$ cat src/common/eirqf_pkg.sv
// constants and types shared by the external interrupt input filter
`default_nettype none
package eirqf_pkg;
  // clocking: the fast clock is the reference clock itself
  localparam int REF_CLK_HZ = 50_000_000;
  localparam int FAST_CLK_HZ = 50_000_000;
  localparam int SLOW_CLK_HZ = 32_768;
  localparam int FC_CYCLES = REF_CLK_HZ / FAST_CLK_HZ;
  localparam int SLOW_DIV = REF_CLK_HZ / SLOW_CLK_HZ;
  localparam int SLOW_DIV_W = 11;
  localparam logic [SLOW_DIV_W-1:0] SLOW_DIV_LAST = SLOW_DIV_W'(SLOW_DIV - 1);

  // sources, index order a..e
  localparam int NUM_IRQ = 5;
  localparam int IRQ_A = 0;
  localparam int IRQ_B = 1;
  localparam int IRQ_C = 2;
  localparam int IRQ_D = 3;
  localparam int IRQ_E = 4;

  // noise rejection widths in fast clock periods
  localparam int FILT_CNT_W = 8;
  localparam int REJ_AE_FC = 2;
  localparam int REJ_B_SHORT_FC = 15;
  localparam int REJ_B_LONG_FC = 63;
  localparam int REJ_CD_FC = 7;
  localparam logic [FILT_CNT_W-1:0] THR_AE = FILT_CNT_W'(REJ_AE_FC * FC_CYCLES);
  localparam logic [FILT_CNT_W-1:0] THR_B_SHORT = FILT_CNT_W'(REJ_B_SHORT_FC * FC_CYCLES);
  localparam logic [FILT_CNT_W-1:0] THR_B_LONG = FILT_CNT_W'(REJ_B_LONG_FC * FC_CYCLES);
  localparam logic [FILT_CNT_W-1:0] THR_CD = FILT_CNT_W'(REJ_CD_FC * FC_CYCLES);
  // slow mode: level must hold across this many slow ticks
  localparam logic [FILT_CNT_W-1:0] THR_SLOW = 8'h02;
  localparam logic FILT_RESET_LVL = 1'b1;

  // control register
  localparam int SFR_ADDR_W = 6;
  localparam logic [SFR_ADDR_W-1:0] CTRL_ADDR = 6'h37;
  localparam logic [7:0] CTRL_RESET = 8'h00;
  localparam logic [7:0] CTRL_RW_MASK = 8'hCE;
  localparam int BIT_B_FILT_SEL = 7;
  localparam int BIT_SHARED_SEL = 6;
  localparam int BIT_D_EDGE = 3;
  localparam int BIT_C_EDGE = 2;
  localparam int BIT_B_EDGE = 1;

  typedef struct packed {
    logic master_irq_enable;
    logic irq_e_enable;
    logic irq_d_enable;
    logic irq_c_enable;
    logic irq_b_enable;
    logic irq_a_enable;
  } eirqf_enable_t;

  typedef struct packed {
    logic irq_e_source_select;
    logic irq_d_source_select;
  } eirqf_src_sel_t;
endpackage
`default_nettype wire

$ cat src/hdl/eirqf_top.sv
// external interrupt front end: control register, filters, edge select, latches
`timescale 1ns/1ps
`default_nettype none
// Functional notes
// - five external inputs, each noise filtered before edge detection
// - control bit 6: 0 shared pin is port bit, 1 it is input a
// - after reset the shared pin is a port, not an interrupt input
// - inputs a and e see falling edges only; reject below 2, accept 7 fast periods
// - input b rejects below 15 or 63 fast periods as selected
// - input b accepts 49 or 193 fast periods and longer
// - control bit 7: 0 rejects below 63, 1 below 15 fast periods
// - inputs c and d reject below 7, accept 25 fast periods
// - slow modes: all reject below 1, accept 3.5 slow periods
// - bits 1..3 pick edge of b..d: 0 rising, 1 falling
// - edge sets latch only with master and own enable plus source conditions
// - shared pin in port mode never sets latch a
// - clean edge reaches the latch within filter time plus three fast periods
// - filter width change on input b applies within 26 fast periods
// - source select routes input d or timer event onto latch d
module eirqf_top (
  // clock and reset
  input wire logic ref_clk,
  input wire logic reset_n,
  // interrupt pins, bit order a..e
  input wire logic [eirqf_pkg::NUM_IRQ-1:0] ext_irq_pin,
  // system clock mode, high in slow or sleep
  input wire logic slow_mode,
  // control register access
  input wire logic [eirqf_pkg::SFR_ADDR_W-1:0] sfr_addr,
  input wire logic sfr_wr,
  input wire logic sfr_rd,
  input wire logic [7:0] sfr_wdata,
  output logic [7:0] sfr_rdata,
  // cpu side enables and source selects
  input wire eirqf_pkg::eirqf_enable_t irq_enable_register,
  input wire eirqf_pkg::eirqf_src_sel_t src_sel,
  input wire logic timer_event_d,
  input wire logic timer_event_e,
  input wire logic [eirqf_pkg::NUM_IRQ-1:0] latch_clear,
  // results
  output logic [eirqf_pkg::NUM_IRQ-1:0] irq_latch,
  output logic shared_pin_irq_select
);
  logic [7:0] ctrl_ff, nxt_ctrl;
  logic [7:0] rdata_ff, nxt_rdata;
  logic [eirqf_pkg::NUM_IRQ-1:0] latch_ff, nxt_latch, set_req, src_ok, edge_hit, want_fall;
  logic [eirqf_pkg::NUM_IRQ-1:0] filt_level, filt_rise, filt_fall;
  logic [eirqf_pkg::FILT_CNT_W-1:0] fast_thr [eirqf_pkg::NUM_IRQ];
  logic [eirqf_pkg::SLOW_DIV_W-1:0] div_ff, nxt_div;
  logic tick_ff, nxt_tick;
  logic ctrl_wr, ctrl_rd;
  logic irq_b_filter_width_select;
  logic master;

  // control register
  always_comb begin
    ctrl_wr = sfr_wr && (sfr_addr == eirqf_pkg::CTRL_ADDR);
    ctrl_rd = sfr_rd && (sfr_addr == eirqf_pkg::CTRL_ADDR);
    nxt_ctrl = ctrl_ff;
    if (ctrl_wr) begin
      nxt_ctrl = sfr_wdata & eirqf_pkg::CTRL_RW_MASK;
    end
    // unused bits and other addresses read as zero
    nxt_rdata = 8'h00;
    if (ctrl_rd) begin
      nxt_rdata = ctrl_ff & eirqf_pkg::CTRL_RW_MASK;
    end
  end

  always_ff @(posedge ref_clk or negedge reset_n) begin
    if (!reset_n) begin
      ctrl_ff <= eirqf_pkg::CTRL_RESET;
      rdata_ff <= 8'h00;
    end else begin
      ctrl_ff <= nxt_ctrl;
      rdata_ff <= nxt_rdata;
    end
  end

  assign shared_pin_irq_select = ctrl_ff[eirqf_pkg::BIT_SHARED_SEL];
  assign irq_b_filter_width_select = ctrl_ff[eirqf_pkg::BIT_B_FILT_SEL];
  assign sfr_rdata = rdata_ff;

  // slow clock enable
  always_comb begin
    nxt_div = div_ff + 11'h001;
    nxt_tick = 1'b0;
    if (div_ff == eirqf_pkg::SLOW_DIV_LAST) begin
      nxt_div = '0;
      nxt_tick = 1'b1;
    end
  end

  always_ff @(posedge ref_clk or negedge reset_n) begin
    if (!reset_n) begin
      div_ff <= '0;
      tick_ff <= 1'b0;
    end else begin
      div_ff <= nxt_div;
      tick_ff <= nxt_tick;
    end
  end

  // per source widths and edges
  always_comb begin
    fast_thr[eirqf_pkg::IRQ_A] = eirqf_pkg::THR_AE;
    fast_thr[eirqf_pkg::IRQ_E] = eirqf_pkg::THR_AE;
    fast_thr[eirqf_pkg::IRQ_B] = irq_b_filter_width_select ?
      eirqf_pkg::THR_B_SHORT : eirqf_pkg::THR_B_LONG;
    fast_thr[eirqf_pkg::IRQ_C] = eirqf_pkg::THR_CD;
    fast_thr[eirqf_pkg::IRQ_D] = eirqf_pkg::THR_CD;
    want_fall[eirqf_pkg::IRQ_A] = 1'b1;
    want_fall[eirqf_pkg::IRQ_E] = 1'b1;
    want_fall[eirqf_pkg::IRQ_B] = ctrl_ff[eirqf_pkg::BIT_B_EDGE];
    want_fall[eirqf_pkg::IRQ_C] = ctrl_ff[eirqf_pkg::BIT_C_EDGE];
    want_fall[eirqf_pkg::IRQ_D] = ctrl_ff[eirqf_pkg::BIT_D_EDGE];
  end

  // enable conditions
  always_comb begin
    master = irq_enable_register.master_irq_enable;
    src_ok[eirqf_pkg::IRQ_A] = master && irq_enable_register.irq_a_enable
      && shared_pin_irq_select;
    src_ok[eirqf_pkg::IRQ_B] = master && irq_enable_register.irq_b_enable;
    src_ok[eirqf_pkg::IRQ_C] = master && irq_enable_register.irq_c_enable;
    src_ok[eirqf_pkg::IRQ_D] = master && irq_enable_register.irq_d_enable
      && !src_sel.irq_d_source_select;
    src_ok[eirqf_pkg::IRQ_E] = master && irq_enable_register.irq_e_enable
      && !src_sel.irq_e_source_select;
  end

  genvar gi;
  generate
    for (gi = 0; gi < eirqf_pkg::NUM_IRQ; gi++) begin : g_src
      eirqf_filter u_filter (
        .ref_clk(ref_clk),
        .reset_n(reset_n),
        .pin_in(ext_irq_pin[gi]),
        .slow_mode(slow_mode),
        .slow_tick(tick_ff),
        .fast_thr(fast_thr[gi]),
        .filt_level(filt_level[gi]),
        .rise_pulse(filt_rise[gi]),
        .fall_pulse(filt_fall[gi])
      );
      assign edge_hit[gi] = want_fall[gi] ? filt_fall[gi] : filt_rise[gi];
      assign set_req[gi] = edge_hit[gi] && src_ok[gi];
    end
  endgenerate

  // latches: a set in the clearing cycle wins
  always_comb begin
    nxt_latch = set_req | (latch_ff & ~latch_clear);
    if (src_sel.irq_d_source_select && timer_event_d && master
        && irq_enable_register.irq_d_enable) begin
      nxt_latch[eirqf_pkg::IRQ_D] = 1'b1;
    end
    if (src_sel.irq_e_source_select && timer_event_e && master
        && irq_enable_register.irq_e_enable) begin
      nxt_latch[eirqf_pkg::IRQ_E] = 1'b1;
    end
  end

  always_ff @(posedge ref_clk or negedge reset_n) begin
    if (!reset_n) begin
      latch_ff <= '0;
    end else begin
      latch_ff <= nxt_latch;
    end
  end

  assign irq_latch = latch_ff;

  // helper state for the checks below
  logic ctrl_written_ff;
  logic [3:0] fast_run_ff;
  always_ff @(posedge ref_clk or negedge reset_n) begin
    if (!reset_n) begin
      ctrl_written_ff <= 1'b0;
      fast_run_ff <= 4'h0;
    end else begin
      ctrl_written_ff <= ctrl_written_ff || ctrl_wr;
      if (slow_mode) begin
        fast_run_ff <= 4'h0;
      end else if (fast_run_ff != 4'hF) begin
        fast_run_ff <= fast_run_ff + 4'h1;
      end
    end
  end

  property p_reset_port;
    @(posedge ref_clk) disable iff (!reset_n)
    !ctrl_written_ff |-> !shared_pin_irq_select;
  endproperty
  a_reset_port: assert property (p_reset_port)
    else $error("shared pin left port mode without a register write");

  property p_a_needs_select;
    @(posedge ref_clk) disable iff (!reset_n)
    $rose(irq_latch[eirqf_pkg::IRQ_A]) |->
      $past(shared_pin_irq_select && filt_fall[eirqf_pkg::IRQ_A] && master);
  endproperty
  a_a_needs_select: assert property (p_a_needs_select)
    else $error("latch a set without interrupt pin function or falling edge");

  property p_ctrl_write_read;
    @(posedge ref_clk) disable iff (!reset_n)
    ctrl_wr ##1 ctrl_rd |=> (sfr_rdata == ($past(sfr_wdata, 2) & eirqf_pkg::CTRL_RW_MASK));
  endproperty
  a_ctrl_write_read: assert property (p_ctrl_write_read)
    else $error("control register read back differs from written value");

  property p_b_width_change;
    @(posedge ref_clk) disable iff (!reset_n)
    (ctrl_wr && sfr_wdata[eirqf_pkg::BIT_B_FILT_SEL]) |=> ##[0:25]
      (fast_thr[eirqf_pkg::IRQ_B] == eirqf_pkg::THR_B_SHORT);
  endproperty
  a_b_width_change: assert property (p_b_width_change)
    else $error("input b short filter width not applied in time");

  property p_c_fast_width;
    @(posedge ref_clk) disable iff (!reset_n)
    ($rose(filt_level[eirqf_pkg::IRQ_C]) && (fast_run_ff == 4'hF)) |->
      ($past(ext_irq_pin[eirqf_pkg::IRQ_C], 3) && $past(ext_irq_pin[eirqf_pkg::IRQ_C], 9));
  endproperty
  a_c_fast_width: assert property (p_c_fast_width)
    else $error("input c accepted a pulse shorter than seven periods");

  property p_b_rising;
    @(posedge ref_clk) disable iff (!reset_n)
    (!ctrl_ff[eirqf_pkg::BIT_B_EDGE] && filt_rise[eirqf_pkg::IRQ_B]
      && src_ok[eirqf_pkg::IRQ_B]) |=> irq_latch[eirqf_pkg::IRQ_B];
  endproperty
  a_b_rising: assert property (p_b_rising)
    else $error("rising edge on input b did not set its latch");

  property p_c_enable;
    @(posedge ref_clk) disable iff (!reset_n)
    $rose(irq_latch[eirqf_pkg::IRQ_C]) |->
      $past(master && irq_enable_register.irq_c_enable);
  endproperty
  a_c_enable: assert property (p_c_enable)
    else $error("latch c set while disabled");

  property p_e_falling_only;
    @(posedge ref_clk) disable iff (!reset_n)
    $rose(irq_latch[eirqf_pkg::IRQ_E]) |->
      $past(filt_fall[eirqf_pkg::IRQ_E] || (timer_event_e && src_sel.irq_e_source_select));
  endproperty
  a_e_falling_only: assert property (p_e_falling_only)
    else $error("latch e set without falling edge or timer event");

  property p_timer_route;
    @(posedge ref_clk) disable iff (!reset_n)
    (src_sel.irq_d_source_select && timer_event_d && master
      && irq_enable_register.irq_d_enable) |=> irq_latch[eirqf_pkg::IRQ_D];
  endproperty
  a_timer_route: assert property (p_timer_route)
    else $error("timer event did not set latch d");

  property p_set_beats_clear;
    @(posedge ref_clk) disable iff (!reset_n)
    (set_req[eirqf_pkg::IRQ_C] && latch_clear[eirqf_pkg::IRQ_C]) |=>
      irq_latch[eirqf_pkg::IRQ_C] [*1];
  endproperty
  a_set_beats_clear: assert property (p_set_beats_clear)
    else $error("clear beat a simultaneous set on latch c");

  property p_pin_to_latch;
    @(posedge ref_clk) disable iff (!reset_n)
    ($fell(ext_irq_pin[eirqf_pkg::IRQ_A]) && filt_level[eirqf_pkg::IRQ_A])
      ##1 !ext_irq_pin[eirqf_pkg::IRQ_A] [*6]
      ##0 (fast_run_ff == 4'hF) ##0 src_ok[eirqf_pkg::IRQ_A]
      |-> ##[0:3] irq_latch[eirqf_pkg::IRQ_A];
  endproperty
  a_pin_to_latch: assert property (p_pin_to_latch)
    else $error("clean falling edge on input a did not reach the latch");

  c_latch_a: cover property (@(posedge ref_clk) disable iff (!reset_n)
    $rose(irq_latch[eirqf_pkg::IRQ_A]));
  c_slow_b: cover property (@(posedge ref_clk) disable iff (!reset_n)
    slow_mode && $rose(irq_latch[eirqf_pkg::IRQ_B]));
  c_timer_d: cover property (@(posedge ref_clk) disable iff (!reset_n)
    src_sel.irq_d_source_select && $rose(irq_latch[eirqf_pkg::IRQ_D]));
  c_set_clear: cover property (@(posedge ref_clk) disable iff (!reset_n)
    |(set_req & latch_clear));
endmodule // eirqf_top
`default_nettype wire

$ cat src/hdl/eirqf_filter.sv
// one pin: two-stage synchroniser, noise filter and edge pulses
`timescale 1ns/1ps
`default_nettype none
module eirqf_filter (
  // clock and reset
  input wire logic ref_clk,
  input wire logic reset_n,
  // pin and mode
  input wire logic pin_in,
  input wire logic slow_mode,
  input wire logic slow_tick,
  input wire logic [eirqf_pkg::FILT_CNT_W-1:0] fast_thr,
  // filtered result
  output logic filt_level,
  output logic rise_pulse,
  output logic fall_pulse
);
  logic sync1_ff, sync2_ff, lvl_ff, rise_ff, fall_ff;
  logic nxt_sync1, nxt_sync2, nxt_lvl, nxt_rise, nxt_fall;
  logic [eirqf_pkg::FILT_CNT_W-1:0] cnt_ff, nxt_cnt, cnt_inc, thr;
  logic advance;

  always_comb begin
    nxt_sync1 = pin_in;
    nxt_sync2 = sync1_ff;
    thr = slow_mode ? eirqf_pkg::THR_SLOW : fast_thr;
    advance = !slow_mode || slow_tick;
    cnt_inc = cnt_ff + 8'h01;
    nxt_cnt = cnt_ff;
    nxt_lvl = lvl_ff;
    nxt_rise = 1'b0;
    nxt_fall = 1'b0;
    if (sync2_ff == lvl_ff) begin
      nxt_cnt = '0;
    end else if (advance) begin
      // new level accepted once it has held for thr steps
      if (cnt_inc >= thr) begin
        nxt_lvl = sync2_ff;
        nxt_cnt = '0;
        nxt_rise = sync2_ff;
        nxt_fall = !sync2_ff;
      end else begin
        nxt_cnt = cnt_inc;
      end
    end
  end

  always_ff @(posedge ref_clk or negedge reset_n) begin
    if (!reset_n) begin
      sync1_ff <= eirqf_pkg::FILT_RESET_LVL;
      sync2_ff <= eirqf_pkg::FILT_RESET_LVL;
      lvl_ff <= eirqf_pkg::FILT_RESET_LVL;
      cnt_ff <= '0;
      rise_ff <= 1'b0;
      fall_ff <= 1'b0;
    end else begin
      sync1_ff <= nxt_sync1;
      sync2_ff <= nxt_sync2;
      lvl_ff <= nxt_lvl;
      cnt_ff <= nxt_cnt;
      rise_ff <= nxt_rise;
      fall_ff <= nxt_fall;
    end
  end

  assign filt_level = lvl_ff;
  assign rise_pulse = rise_ff;
  assign fall_pulse = fall_ff;

  property p_sync_delay;
    @(posedge ref_clk) disable iff (!reset_n)
    $past(reset_n, 2) |-> (sync2_ff == $past(pin_in, 2));
  endproperty
  a_sync_delay: assert property (p_sync_delay)
    else $error("synchroniser output is not the pin delayed by two cycles");

  property p_slow_needs_tick;
    @(posedge ref_clk) disable iff (!reset_n)
    ($changed(lvl_ff) && $past(slow_mode)) |-> $past(slow_tick);
  endproperty
  a_slow_needs_tick: assert property (p_slow_needs_tick)
    else $error("slow mode filter level moved without a slow tick");

  property p_fast_no_glitch;
    @(posedge ref_clk) disable iff (!reset_n)
    ($changed(lvl_ff) && $past(!slow_mode) && ($past(fast_thr) >= 8'h02))
      |-> ($past(sync2_ff, 2) == lvl_ff);
  endproperty
  a_fast_no_glitch: assert property (p_fast_no_glitch)
    else $error("single cycle pulse passed the fast filter");
endmodule // eirqf_filter
`default_nettype wire

$ cat config.mk
export PLATFORM = sky130hd
export DESIGN_NAME = eirqf_top
export DESIGN_NICKNAME = d
export VERILOG_FILES = /design/src/common/eirqf_pkg.sv /design/src/hdl/eirqf_top.sv /design/src/hdl/eirqf_filter.sv
export SDC_FILE = /design/constraint.sdc
export NUM_CORES = 1
export LEC_CHECK = 0
export ABC_AREA = 1
export BUFFER_PORTS_ARGS = -buffer_cell sky130_fd_sc_hd__buf_2
export CORE_UTILIZATION = 55
export CTS_CLUSTER_DIAMETER = 150
export DETAILED_ROUTE_END_ITERATION = 10
export HOLD_SLACK_MARGIN = 0.12
export PLACE_DENSITY = 0.78
export SLEW_MARGIN = 20
export SYNTH_ARGS = -nofsm -noshare
export SYNTH_HDL_FRONTEND = slang
export SYNTH_SLANG_ARGS = --single-unit
$ cat constraint.sdc
create_clock -name ref_clk -period 2.6 [get_ports ref_clk]
set_input_delay 0.26 -clock ref_clk [delete_from_list [all_inputs] [get_ports ref_clk]]
set_output_delay 0.26 -clock ref_clk [all_outputs]
set_load 0.05 [all_outputs]
Word-level counts from Yosys, hierarchy flattened
Cells that the tools add are included.
{ "totals": {"ff_bits": 93, "inputBits": 39, "output_inout_bits": 14} }
{ "classes": {"add_sub_neg": 6, "order_cmp": 5, "eq_ne": 7, "muxes": 50, "bitwise_logic": 8, "n_reduce_logical": 40} }
{ "op_table": {"columns": ["cell", "n"], "rows": [
  ["8-bit 2-to-1 mux", 16],
  ["8-bit by 1-bit adder with 8-bit output, second input constant", 5],
  ["1-bit 2-to-1 mux", 30],
  ["8-bit greater-or-equal comparator", 3],
  ["1-bit logical AND", 21],
  ["8-bit by 2-bit greater-or-equal comparator with 1-bit output, second input constant", 2],
  ["3-bit AND reduction", 5],
  ["6-bit 2-to-1 mux", 2],
  ["11-bit by 1-bit adder with 11-bit output, second input constant", 1],
  ["11-bit equality test, second input constant", 1],
  ["11-bit 2-to-1 mux", 1],
  ["2-bit nonzero test", 5],
  ["1-bit zero test", 8],
  ["6-bit equality test, second input constant", 1],
  ["5-bit bitwise AND", 1],
  ["1-bit equality test", 5],
  ["1-bit inverter", 5],
  ["5-bit inverter", 1],
  ["5-bit OR", 1],
  ["3-bit 2-to-1 mux", 1],
  ["1-bit logical OR", 1]
]} }

Depth between registers and ports, before layout
{ "depth": {"word_depth": 6, "ltp_mapped": 12, "ltp_nobuf": 12} }

By module
A second synthesis with hierarchy kept.
{ "hier_totals": {"cells_unflattened": 718, "area_unflattened_um2": 5815.6} }
{ "by_module_without_submodules": {"columns": ["module", "n_inst", "cells_each", "area_each_um2"], "rows": [
  ["eirqf_filter", 5, 112, 900.9],
  ["eirqf_top", 1, 158, 1311.3]
]} }

Worst setup path after synthesis
No wires, ideal clock.
{ "synth_timing": {"path_kind": "register to register", "start": "register g_src[2].u_filter.cnt_ff[0] (netlist bit)", "end": "register g_src[2].u_filter.lvl_ff", "setup_time_ns": 0.073, "arrival_time_ns": 1.732, "slack_ns": 0.795, "stages_incl_launch_ff": 11, "path_buffers": 0, "synth_period_minus_slack_ns": 1.805, "path_cell_list": "dfrtp_1 > ha_1 > xor2_1 > ha_1 > nand2_1 > a21oi_1 > nor2_1 > nand3_1 > o21ai_0 > nand2_1 > o21ai_1"} }
{ "synth_via": {"elab_chain_len": 3} }
{ "synth_rtl": {"columns": ["item", "line_no", "source"], "rows": [
  ["from (decl)", "eirqf_filter.sv:20", "logic [eirqf_pkg::FILT_CNT_W-1:0] cnt_ff, nxt_cnt, cnt_inc, thr;"],
  ["from (signal assigned)", "eirqf_filter.sv:60", "cnt_ff <= nxt_cnt;"],
  ["8-bit by 1-bit adder with 8-bit output", "eirqf_filter.sv:28", "cnt_inc = cnt_ff + 8'h01;"],
  ["8-bit greater-or-equal comparator", "eirqf_filter.sv:37", "if (cnt_inc >= thr) begin"],
  ["3-bit AND reduction (no source line)", null, null],
  ["to (signal assigned)", "eirqf_filter.sv:52", "lvl_ff <= eirqf_pkg::FILT_RESET_LVL;"],
  ["to (signal assigned)", "eirqf_filter.sv:59", "lvl_ff <= nxt_lvl;"],
  ["to (decl)", "eirqf_filter.sv:18", "logic sync1_ff, sync2_ff, lvl_ff, rise_ff, fall_ff;"]
]} }
No other way between the ends.
A chain may end at the register's enable or synchronous reset.

Worst setup path after layout
Same ends and word-level chain as after synthesis.

==> reports/metrics.csv <==
stage,metric,value,unit
run_status,status,"complete, no violations",
sta,hold_ws,153,ps
yosys,"Primary FF master, synth",dfrtp_1,
global_routing,met2 usage in global routing,37.7,%
global_routing,Total GRT Usage,21.3,%
yosys,syn_area_per_cell,8.89,µm²
place,dpl hpwl,5490,µm
global_routing,initial antenna violation count,0,
sta,final hold violations,0,
sta,clk_skew,7.90,ps
global_routing,global-route wire length before repair,12800,µm
routing,final wirelength,7450,µm
yosys,Mapped Area,0.00421,mm²
clock_network,CTS Buffer Depth,2,
floorplanning,total I/O pin count,53,
floorplanning,number of cell rows,31,
routing,first-pass iteration count of the detailed router,4,
clock_network,number of CTS-inserted buffers,9,
routing,via count,3137,
yosys,most common cell in the netlist,nand2_1,
floorplanning,starting density of the core,57.4,%
clock_network,CTS H-Tree Depth,3,
global_routing,global-route met1 utilization,24.3,%
floorplanning,core area,0.00733,mm²
clock_network,root buffer cell,clkbuf_8,
cells_and_area,n_diodes,0,
yosys,Synth top area share,44.6,%
critical_path,Worst Setup EP,g_src[2].u_filter.filt_level,
cells_and_area,layout cells sized above 1,18.3,%
critical_path,required time of the critical path,2900,ps
yosys,most common library cells after synthesis,"nand2_1 (85), nor2_1 (76), dfrtp_1 (75)",
routing,Routed WL per cell,11.5,µm
critical_path,startpoint types,register,
yosys,Syn Inst Count,473,
yosys,"Warnings, synthesis",0,
place,gpl congestion,0.832,
routing,Routed Antenna Nets,0,
power,Leak Pwr,2.51,nW
clock_network,setup bufs post-CTS,0,
critical_path,Worst Path Arrival,2360,ps
sta,max_slew headroom,65.7,%
global_routing,vias in the first global route,3141,
sta,Max Fclk,0.485,GHz
floorplanning,Chip Height,89.5,µm
sta,RSZ-0062 raised after global routing,no,
clock_network,Post-CTS Hold Buffers,11,
critical_path,Critical path origin,g_src[2].u_filter.cnt_ff[0],
clock_network,PostCTS Resize Cnt,0,
yosys,Unique masters post-synth,33,
clock_network,Clock transition at path regs,90,ps
critical_path,R2R Setup Slk,540,ps
sta,"Slew Viols, Final",0,
global_routing,"Most Used Layer, Global Route",met2,
yosys,ranking of synthesized cells by area,"dfrtp_1 (45%), dfstp_2 (9.4%), nand2_1 (7.6%), nor2_1 (6.8%), inv_1 (6.5%)",
yosys,Post-synth ARST share,100,%
worst_hold_path,Hold Crit Class,primary input to register,
sta,worst-margin pin slew,515,ps
place,PortBufs,46,
critical_path,CP Capture Type,register,
critical_path,worst reg2reg path startpoint,g_src[2].u_filter.cnt_ff[0],
power,"IR drop worst, VDD",0.445,mV
routing,vias per cell,4.86,
worst_hold_path,Hold Crit Depth,3,
critical_path,Crit Path Class,register to register,
clock_network,Clock Sinks,90,
critical_path,Worst R2R End,g_src[2].u_filter.filt_level,
power,P per Cell Area,672,mW/mm²
sta,Final Setup Violations,0,
floorplanning,Die Wd,89.5,µm
yosys,Synth area leader,dfrtp_1,
routing,DRC viols,0,
cells_and_area,final layout net count,598,
sta,fin crit share,79.3,%
yosys,number of synthesized flops with an enable pin,0,
clock_network,CTS tree,done,
sta,min cycle time layout,2060,ps
critical_path,Worst R2R Path Depth,10,
floorplanning,die area,0.00800,mm²
global_routing,largest net degree at the start of global routing,52,
clock_network,Clock Latency Late Sink,360,ps
cells_and_area,P&R area growth vs syn,15.6,%
yosys,"Seq/Total Area, Yosys",54.0,%
critical_path,CP Max Fanout,5,
global_routing,met3 GRT Util,6.74,%
flow_run,max_cap viols,0,
sta,setup TNS,0,ps
yosys,#FFs+latches synth,90,
global_routing,gr ovfl total,0,
routing,first-iteration detailed-routing DRC count,96,
[worst min path at each step]
stage                                  end         start
2_1_floorplan                   ctrl_ff[1]       reset_n
3_3_place_gp   g_src[1].u_filter.cnt_ff[7]       reset_n
3_5_place_dp   g_src[1].u_filter.cnt_ff[7]       reset_n
4_1_cts                         ctrl_ff[2]  sfr_wdata[2]
5_1_grt                         ctrl_ff[1]  sfr_wdata[1]
6_report                        ctrl_ff[2]  sfr_wdata[2]
[routing by layer]
layer,vias up,share of wire (%)
met1,1440,46
met4,0,1.7
li1,1616,-
met5,-,0
met2,66,48
met3,15,4.1
[sequential cells by signal, summed over array words and instances (netlist names), 3 cells and up]
register	count
g_src.u_filter.cnt_ff	40
div_ff	11
ctrl_ff	5
g_src.u_filter.fall_pulse	5
g_src.u_filter.filt_level	5
g_src.u_filter.nxt_sync2	5
g_src.u_filter.sync2_ff	5
irq_latch	5
sfr_rdata	5
g_src.u_filter.rise_pulse	3
[power breakdown]
group	switching, W	internal (W)	leakage, nW
Combinational	0.000448	0.000261	1.27
Clock	0.000524	0.000363	0.0819
Sequential	0.000117	0.00156	1.16
Total	0.00109	0.00218	2.51
[final cells by class]
| type | instances | area [µm²] |
|---|---|---|
| Inverter | 78 | 293 |
| Fill cell | 604 | 2470 |
| Timing Repair Buffer | 58 | 363 |
| Clock buffer | 9 | 124 |
| Sequential cell | 90 | 2270 |
| Tap cell | 99 | 124 |
| Multi-Input combinational cell | 304 | 1630 |
| Clock inverter | 7 | 61.3 |
[stage by stage]
step / total power [W] / instance area (µm²) / worst slack, ps / utilization (%) / instances
floorplan: 0.00219 / 4210 / 795 / - / 475
global placement: 0.00235 / 4570 / 633 / 62.3 / 618
detailed placement: 0.00239 / 4570 / 577 / 62.3 / 618
CTS: 0.00332 / 4860 / 542 / 66.3 / 645
global route: 0.00349 / 4860 / 225 / 66.3 / 645
finish: 0.00327 / 4860 / 538 / 66.3 / 645
[critical path, cell delays in order, from the launching register on]
cell	delay [ps]
dfrtp_1	450
ha_1	270
xor2_1	220
ha_1	270
nand2_1	60
a21oi_1	40
nor2_1	80
nand3_1	90
o21ai_0	350
nand2_1	90
o21ai_1	90
[cell usage in the layout, fill, tap and decap left out, types with 11 or more instances in the layout]
cell and instances:
inv_1 73, dfstp_2 15, nand2_1 85, dlygate4sd3_1 11
buf_2 45, ha_1 18, a21oi_1 14, dfrtp_1 75
nand3_1 33, nor2_1 76
[cells by family (layout without fill, tap and decap cells)]
family | after synthesis | in the layout | synth area share [%]
buffers and inverters | 81 | 152 | 7.50
DFF | 90 | 90 | 54.0
adders and majority gates | 18 | 18 | 5.35
and+or+nand+nor | 229 | 229 | 24.4
other | 1 | 3 | 0.0891
AOI/OAI and AO/OA | 37 | 37 | 5.12
xor gates and xnor gates | 17 | 17 | 3.54
No activity file was read; power rests on OpenSTA's default activity.
